===== config.mk =====
export PLATFORM = sky130hd
export DESIGN_NAME = qpta_top
export DESIGN_NICKNAME = d
export VERILOG_FILES = /design/src/rtl/qpta_pkg.sv /design/src/rtl/qpta_top.sv
export SDC_FILE = /design/constraint.sdc
export NUM_CORES = 1
export LEC_CHECK = 0
export BUFFER_PORTS_ARGS = -buffer_cell sky130_fd_sc_hd__buf_4
export CORE_UTILIZATION = 50
export CTS_CLUSTER_DIAMETER = 120
export DETAILED_ROUTE_END_ITERATION = 8
export GPL_ROUTABILITY_DRIVEN = 0
export GPL_TIMING_DRIVEN = 0
export PLACE_DENSITY = 0.69
export SYNTH_ARGS = -nofsm -noshare
export SYNTH_HDL_FRONTEND = slang
export SYNTH_SLANG_ARGS = --single-unit

===== constraint.sdc =====
create_clock -name pclk -period 3.1 [get_ports pclk]
set_input_delay 0.62 -clock pclk [delete_from_list [all_inputs] [get_ports pclk]]
set_output_delay 0.62 -clock pclk [all_outputs]
set_load 0.01 [all_outputs]

===== src/rtl/qpta_pkg.sv =====
// shared constants and types for the priority table access block
package qpta_pkg;

  // ----------------------------------------------------------------
  // register indices and byte addresses
  // ----------------------------------------------------------------
  localparam int unsigned ADDR_W = 16;
  localparam logic [ADDR_W-1:0] IDX_VLAN_STS  = 16'h1810;
  localparam logic [ADDR_W-1:0] IDX_TBL_CMD   = 16'h1811;
  localparam logic [ADDR_W-1:0] IDX_TBL_WDATA = 16'h1812;
  localparam logic [ADDR_W-1:0] IDX_TBL_RDATA = 16'h1813;
  localparam logic [ADDR_W-1:0] IDX_TBL_STS   = 16'h1814;
  localparam logic [ADDR_W-1:0] ADDR_VLAN_STS  = IDX_VLAN_STS << 2;
  localparam logic [ADDR_W-1:0] ADDR_TBL_CMD   = IDX_TBL_CMD << 2;
  localparam logic [ADDR_W-1:0] ADDR_TBL_WDATA = IDX_TBL_WDATA << 2;
  localparam logic [ADDR_W-1:0] ADDR_TBL_RDATA = IDX_TBL_RDATA << 2;
  localparam logic [ADDR_W-1:0] ADDR_TBL_STS   = IDX_TBL_STS << 2;

  // ----------------------------------------------------------------
  // field layout
  // ----------------------------------------------------------------
  localparam int unsigned IDX_W        = 6;
  localparam int unsigned PRIO_W       = 3;
  localparam int unsigned ENTRIES      = 64;
  localparam int unsigned CMD_RNW_BIT  = 7;
  localparam int unsigned CMD_IDX_LSB  = 0;
  localparam int unsigned PEND_BIT     = 0;

  // ----------------------------------------------------------------
  // reset values
  // ----------------------------------------------------------------
  localparam logic             RNW_RST   = 1'b0;
  localparam logic [IDX_W-1:0] IDX_RST   = 6'h00;
  localparam logic [PRIO_W-1:0] PRIO_RST = 3'h0;
  localparam logic             PEND_RST  = 1'b0;

  // ----------------------------------------------------------------
  // types
  // ----------------------------------------------------------------
  typedef enum logic [2:0] {
    QPTA_IDLE = 3'b001,
    QPTA_RUN  = 3'b010,
    QPTA_DONE = 3'b100
  } qpta_state_t;

  typedef struct packed {
    logic             valid;
    logic [IDX_W-1:0] index;
  } qpta_lookup_req_t;

  typedef struct packed {
    logic              valid;
    logic [PRIO_W-1:0] prio;
  } qpta_lookup_rsp_t;

endpackage


===== src/rtl/qpta_top.sv =====
// priority table indirect access with apb register slave
`timescale 1ns/1ps
// Functional notes
// - vlan status bit 0 follows vlan table busy, clears on its own
// - a command register write with pstrb[0] set and no access pending launches the described table access
// - command bit 7 high means read, low means write, resets low
// - command bits 5:0 pick the table entry, reset to zero
// - table maps received tos/class value to receive priority
// - write data bits 2:0 hold priority to store, upper bits zero
// - read data bits 2:0 show last fetched priority, read only
// - table contents have no reset, host must fill every entry
// - table status bit 0 high during access, self clears, resets low
module qpta_top (
  input  wire logic                           pclk,
  input  wire logic                           presetn,
  input  wire logic [qpta_pkg::ADDR_W-1:0]    paddr,
  input  wire logic                           psel,
  input  wire logic                           penable,
  input  wire logic                           pwrite,
  input  wire logic [31:0]                    pwdata,
  input  wire logic [3:0]                     pstrb,
  output logic      [31:0]                    prdata,
  output logic                                pready,
  output logic                                pslverr,
  input  wire logic                           vlan_busy,
  input  wire qpta_pkg::qpta_lookup_req_t     lookup_req,
  output qpta_pkg::qpta_lookup_rsp_t          lookup_rsp
);

  // ----------------------------------------------------------------
  // storage and state
  // ----------------------------------------------------------------
  logic [qpta_pkg::PRIO_W-1:0] prio_table [qpta_pkg::ENTRIES];
  logic                        cmd_rnw;
  logic [qpta_pkg::IDX_W-1:0]  cmd_index;
  logic [qpta_pkg::PRIO_W-1:0] wr_prio;
  logic [qpta_pkg::PRIO_W-1:0] rd_prio;
  logic                        tbl_pending;
  logic                        vlan_pending;
  qpta_pkg::qpta_state_t       state;
  qpta_pkg::qpta_state_t       next_state;

  logic                        setup_phase;
  logic                        wr_commit;
  logic                        addr_hit;
  logic [31:0]                 rd_mux;

  // ----------------------------------------------------------------
  // apb decode
  // ----------------------------------------------------------------
  assign setup_phase = psel & ~penable;
  assign wr_commit   = psel & penable & pready & pwrite & addr_hit;

  always_comb begin
    addr_hit = 1'b1;
    rd_mux   = 32'h0000_0000;
    case (paddr)
      qpta_pkg::ADDR_VLAN_STS: begin
        rd_mux[qpta_pkg::PEND_BIT] = vlan_pending;
      end
      qpta_pkg::ADDR_TBL_CMD: begin
        rd_mux[qpta_pkg::CMD_RNW_BIT] = cmd_rnw;
        rd_mux[qpta_pkg::CMD_IDX_LSB +: qpta_pkg::IDX_W] = cmd_index;
      end
      qpta_pkg::ADDR_TBL_WDATA: begin
        rd_mux[qpta_pkg::PRIO_W-1:0] = wr_prio;
      end
      qpta_pkg::ADDR_TBL_RDATA: begin
        rd_mux[qpta_pkg::PRIO_W-1:0] = rd_prio;
      end
      qpta_pkg::ADDR_TBL_STS: begin
        rd_mux[qpta_pkg::PEND_BIT] = tbl_pending;
      end
      default: begin
        addr_hit = 1'b0;
      end
    endcase
  end

  // one wait-free access phase: answer is prepared during setup
  always_ff @(posedge pclk or negedge presetn) begin
    if (!presetn) begin
      pready  <= 1'b0;
      pslverr <= 1'b0;
      prdata  <= 32'h0000_0000;
    end else begin
      pready  <= setup_phase;
      pslverr <= setup_phase & ~addr_hit;
      if (setup_phase) begin
        prdata <= pwrite ? 32'h0000_0000 : rd_mux;
      end
    end
  end

  // ----------------------------------------------------------------
  // software registers
  // ----------------------------------------------------------------
  // command writes during a pending access are dropped so the
  // entry and direction in use cannot change underneath it
  always_ff @(posedge pclk or negedge presetn) begin
    if (!presetn) begin
      cmd_rnw   <= qpta_pkg::RNW_RST;
      cmd_index <= qpta_pkg::IDX_RST;
    end else if (wr_commit && pstrb[0] && !tbl_pending &&
                 paddr == qpta_pkg::ADDR_TBL_CMD) begin
      cmd_rnw   <= pwdata[qpta_pkg::CMD_RNW_BIT];
      cmd_index <= pwdata[qpta_pkg::CMD_IDX_LSB +: qpta_pkg::IDX_W];
    end
  end

  // data is held in the register, so staging it early is safe
  always_ff @(posedge pclk or negedge presetn) begin
    if (!presetn) begin
      wr_prio <= qpta_pkg::PRIO_RST;
    end else if (wr_commit && pstrb[0] && !tbl_pending &&
                 paddr == qpta_pkg::ADDR_TBL_WDATA) begin
      wr_prio <= pwdata[qpta_pkg::PRIO_W-1:0];
    end
  end

  // ----------------------------------------------------------------
  // access sequencer
  // ----------------------------------------------------------------
  always_comb begin
    next_state = state;
    case (state)
      qpta_pkg::QPTA_IDLE: begin
        if (wr_commit && pstrb[0] && paddr == qpta_pkg::ADDR_TBL_CMD) begin
          next_state = qpta_pkg::QPTA_RUN;
        end
      end
      qpta_pkg::QPTA_RUN: begin
        next_state = qpta_pkg::QPTA_DONE;
      end
      qpta_pkg::QPTA_DONE: begin
        next_state = qpta_pkg::QPTA_IDLE;
      end
      default: begin
        next_state = qpta_pkg::QPTA_IDLE;
      end
    endcase
  end

  always_ff @(posedge pclk or negedge presetn) begin
    if (!presetn) begin
      state <= qpta_pkg::QPTA_IDLE;
    end else begin
      state <= next_state;
    end
  end

  // pending is high exactly while the sequencer is away from idle
  always_ff @(posedge pclk or negedge presetn) begin
    if (!presetn) begin
      tbl_pending <= qpta_pkg::PEND_RST;
    end else begin
      tbl_pending <= (next_state != qpta_pkg::QPTA_IDLE);
    end
  end

  // read result is latched before pending drops
  always_ff @(posedge pclk or negedge presetn) begin
    if (!presetn) begin
      rd_prio <= qpta_pkg::PRIO_RST;
    end else if (state == qpta_pkg::QPTA_RUN && cmd_rnw) begin
      rd_prio <= prio_table[cmd_index];
    end
  end

  // no reset on the array: keeps it a plain ram
  always_ff @(posedge pclk) begin
    if (state == qpta_pkg::QPTA_RUN && !cmd_rnw) begin
      prio_table[cmd_index] <= wr_prio;
    end
  end

  // ----------------------------------------------------------------
  // vlan table status mirror
  // ----------------------------------------------------------------
  always_ff @(posedge pclk or negedge presetn) begin
    if (!presetn) begin
      vlan_pending <= qpta_pkg::PEND_RST;
    end else begin
      vlan_pending <= vlan_busy;
    end
  end

  // ----------------------------------------------------------------
  // ingress lookup port
  // ----------------------------------------------------------------
  // a lookup racing a write to the same entry sees the old value
  always_ff @(posedge pclk or negedge presetn) begin
    if (!presetn) begin
      lookup_rsp <= '0;
    end else begin
      lookup_rsp.valid <= lookup_req.valid;
      lookup_rsp.prio  <= prio_table[lookup_req.index];
    end
  end

endmodule


# Word level (Yosys, flattened, before mapping)
# Memories as Yosys holds them, arrays and structs flattened. A register that Yosys moved wholly into a read port is not among the register bits.
# Index checks and enable logic that the tools add are counted.
# totals
ramBits	192
n_memories	1
latch_bits	0
out_inout_bits	38
register_bits	50
rom_bits	0
input_bits	65
# op_classes
shifts	0
order_cmp	0
multipliers	0
n_reduce_logical	12
eq_ne	8
div	0
n_bitwise	8
addsub	0
n_mux	10
# mem_list
memory	words	word_bits	rd	rd_clocked_by_memory_dff	write_ports	line_no	rtl
prio_table	64	3	2	2	1	qpta_top.sv:33	logic [qpta_pkg::PRIO_W-1:0] prio_table [qpta_pkg::ENTRIES];
# ops
operator	count
16-bit by 15-bit == test with 1-bit output (second input constant)	5
8-bit two-way mux	1
1-bit logical AND	7
1-bit bitwise AND	6
3-bit two-way mux	2
2-bit one-hot mux with 3 select lines	1
3-bit one-hot mux with 2 select lines	1
1-bit one-hot mux with 5 select lines	1
5-bit OR reduction	1
1-bit zero test	4
1-bit two-way mux	4
3-bit by 1-bit == test with 1-bit output (second input constant)	1
3-bit by 2-bit == test with 1-bit output (second input constant)	1
3-bit by 1-bit != test with 1-bit output (second input constant)	1
1-bit inverter	2

# Logic depth before layout (Yosys ltp)
# logic_depth
depth_word	9
ltp_mapped	9
mapped_depth_nobuf	6

# Worst setup path before layout
# OpenSTA, ideal clock, no wires.
# synth_timing
kind	input to register
start	input lookup_req[0] in the netlist's numbering
end	register, netlist name lookup_rsp[0]
setup_time_ns	0.123
n_path_buf	2
setup_slack_ns	0.848
arrival_ns	2.129
required_time_ns	2.977
path_stages	7
path_cell_list	buf_2 > buf_2 > mux4_2 > a22oi_1 > nand2_1 > o21ai_1 > o21ai_1
# synth_rtl
item	line_no	rtl
from (decl)	qpta_top.sv:26	input wire qpta_pkg::qpta_lookup_req_t lookup_req,

# Worst setup path after layout
# layout_timing
start	register cmd_index[2] in the netlist's numbering
end	memory prio_table[50][0] in the netlist's numbering (enable)
# layout_rtl
item	line_no	rtl
from (decl)	qpta_top.sv:35	logic [qpta_pkg::IDX_W-1:0] cmd_index;
from (signal assigned)	qpta_top.sv:103	cmd_index <= qpta_pkg::IDX_RST;
from (signal assigned)	qpta_top.sv:107	cmd_index <= pwdata[qpta_pkg::CMD_IDX_LSB +: qpta_pkg::IDX_W];
to (decl)	qpta_top.sv:33	
# Straight into the memory's write port.

==> metrics.csv <==
stage,metric,value,unit
grt,number of global-route vias before repair,7787,
worst_setup_path,WP buf/inv,4,
grt,first-pass GRT wire length,49500,um
job,maxcap violations,0,
power,final total power,6400,uW
worst_setup_path,worst path cell trace,buf_2 -> buf_6 -> buf_4 -> buf_2 -> nor4_2 -> nand2_1 -> nor2_1,
cts,CTS root buffer,clkbuf_16,
synth,"EDFF count, synth",192,
timing,minimum clock period,3290,ps
drt,DR pass1 iterations,6,
cts,clock slew at reported path FFs,70,ps
synth,Main synth FF type,edfxtp_1,
die,Placeable Area,0.0212,mm^2
drt,Avg WL per Cell,29.3,um
cts,H-tree levels,1,
worst_setup_path,cell with the largest stage delay on the worst path,nand2_1,
worst_setup_path,crit path from,cmd_index[2],
worst_setup_path,kind of start point of the critical path,register,
worst_setup_path,Setup crit end kind,register,
worst_hold_path,HP Class,in -> async,
cts,cts bufs inserted,24,
drt,ANT nets after route,0,
placed_design,Port-buffer cells,46,
timing,Final Setup Violations,116,
worst_setup_path,CP Max Fanout,10,
layout,layout cells sized above 1,27.7,%
synth,distinct cell type count after synthesis,64,
synth,post-synth top area cell,edfxtp_1,
cts,Clock Path Buffers,3,
timing,final hold violation count,0,
layout,multi-input logic area,0.00392,mm^2
layout,"Core Util, Final",59.2,%
synth,Post-Syn Area,0.0108,mm^2
layout,ANT cells,0,
die,io pins,103,
power,Lkg Pwr,0.00473,uW
timing,relative slew slack,36.6,%
cts,CTS sink count,223,
die,Die X,149,um
synth,synth top area cells,"edfxtp_1 (53%), mux4_2 (12%), dfrtp_1 (6.9%), nor2_1 (3.0%), mux2i_1 (2.7%)",
timing,Tcrit/Tclk final,106,%
die,DIE AREA,0.0223,mm^2
synth,ys async rst share,13.9,%
cts,number of setup buffers added after CTS,0,
timing,RSZ-0062 raised after global routing,yes,
grt,Total Routing Usage GR,31.0,%
layout,# fillers,1580,
synth,sequential area share after synthesis,60.4,%
run_status,failing checks,negative setup slack,
layout,FF+latch area,0.00655,mm^2
timing,Setup Skew,10.6,ps
cts,CTS tree,done,
synth,dominant cell by count in the synthesized netlist,edfxtp_1,
synth,synth cell count leaders,"edfxtp_1 (192), nor2_1 (87), mux4_2 (58)",
worst_setup_path,CP dominant cell by count,buf_2,
die,Std-Cell Rows,53,
worst_setup_path,"delay-heaviest family, CP",simple AND/OR/NAND/NOR gates,
timing,max-slew violations,0,
synth,syn_area_per_cell,14.6,um^2
layout,Syn-to-layout area delta,15.5,%
timing,Max Fclk,304,MHz
grt,largest net degree at the start of global routing,44,
power,pwr/cell area,511,mW/mm^2
power,peak supply drop,0.463,mV
synth,post-synthesis cell count,740,
placed_design,HPWL Detailed,23200,um
worst_setup_path,Worst Path Required,3280,ps
timing,worst setup margin,-187,ps
grt,Overflow after GRT,0,
worst_setup_path,CP peak stage delay,590,ps
worst_setup_path,RR Startpoint,cmd_index[2],
synth,top-area cell type share of the netlist area,53.2,%
die,Initial Utilization,51.2,%
synth,Ys Warns,0,
layout,fin nets,904,
drt,Residual DRC,0,
synth,register bit total from synthesis,223,
timing,worst slew pin tran,949,ps
drt,DRT Wirelength,33200,um
run_status,status,"complete, but fails checks",
cts,Skew-Pair Late Insertion Delay,520,ps
die,Die H,149,um
drt,DR iter-0 viols,1164,
drt,DR vias,7810,
grt,antenna violations before repair,0,
drt,via/cell ratio,6.91,
worst_setup_path,critical path arrival,3470,ps
worst_setup_path,CP Class,reg -> reg,
[kinds of logic after synthesis]
logic type,Yosys count,share of synthesized area [%]
DFF,223,60.4
AOI/OAI and AO/OA,140,9.34
buffers and inverters,81,4.35
other,1,0.0346
and+or+nand+nor,180,7.95
muxes,115,18.0
[area by class of cell]
class / count / share of cell area (%)
Clock inverter: 8 / 0.790
Inverter: 6 / 0.180
Clock buffer: 35 / 5.87
Buffer: 75 / 3.59
Sequential cell: 223 / 52.3
Timing Repair Buffer: 49 / 3.24
Tap cell: 275 / 2.75
Multi-Input combinational cell: 460 / 31.3
[worst reg2reg max path, stage by stage (launching register included)]
cell and delay (ps):
dfrtp_1 440, buf_2 250, buf_6 210, buf_4 210
buf_2 260, nor4_2 470, nand2_1 590, nor2_1 520
[metrics by stage]
| stage | cell area [um^2] | hold WS [ps] | setup slack, ps | TNS (ps) | std cells |
|---|---|---|---|---|---|
| global placement | 11600 | 466 | 1.56 | 0 | 1085 |
| floorplan | 10900 | 324 | 848 | 0 | 764 |
| finish | 12500 | 21.5 | -187 | -9130 | 1131 |
| detailed placement | 11700 | 486 | 8.95 | 0 | 1088 |
| CTS | 12500 | 23.1 | -18.6 | -68.9 | 1131 |
| global route | 12500 | 48.1 | -285 | -18700 | 1131 |
[metal layers]
layer / routed length, um / track usage (%) / up-vias / share of wire, %
li1: - / - / 3097 / -
met1: 11900 / 40.9 / 3765 / 36
met2: 14700 / 45.8 / 771 / 44
met3: 4580 / 9.88 / 177 / 14
met4: 2030 / 16.7 / 0 / 6.1
met5: 0 / 0 / - / 0
[placed cells by master, fill, tap and decap left out, drive strengths merged, types with 3 or more instances in the layout]
cell type  count
a21oi         23
a221o          3
a221oi        17
a222oi         3
a22o          10
a22oi         37
and2           7
buf          104
clkbuf        55
clkinv         4
conb          25
dfrtp         30
edfxtp       192
inv            6
mux2          26
mux2i         29
mux4          60
nand2         31
nand2b         5
nand3          7
nand3b         6
nor2          88
nor2b         12
nor3           5
nor3b          3
nor4           3
nor4b          3
o211ai         4
o21ai         20
o221ai         3
o22ai          6
[repair_timing]
item / CTS / global route
hold buffers: 0 / 0
gates resized for setup: 0 / 2
gates cloned: 0 / 0
endpoints found under the setup margin: 7 / 110
[where the power goes]
group	leakage (uW)	internal (uW)	switching [uW]
clock network	0.000405	1810	1160
logic	0.00168	94.5	110
registers	0.00264	3220	2.76
total	0.00473	5120	1270
[flip-flops by register name, indices dropped and copies added, names as in the netlist]
register      count
state             3
prio_table      192
rd_prio           3
pslverr           1
vlan_pending      1
cmd_index         6
lookup_rsp        4
prdata            7
pready            1
wr_prio           3
tbl_pending       1
cmd_rnw           1
[path summary, 6_finish.rpt]
kind                       cells past startpoint  slack [ps]                 to
setup / recovery                               7        -190  prio_table[50][0]
hold / removal                                 1          20         wr_prio[0]
setup reg to reg                               7        -190  prio_table[50][0]
hold reg to reg                                2         490          prdata[0]
max in group asynchronous                      1        2750           state[0]
min in group pclk                              1         210      lookup_rsp[3]
Note: power is estimated with default switching activity, not from simulation.
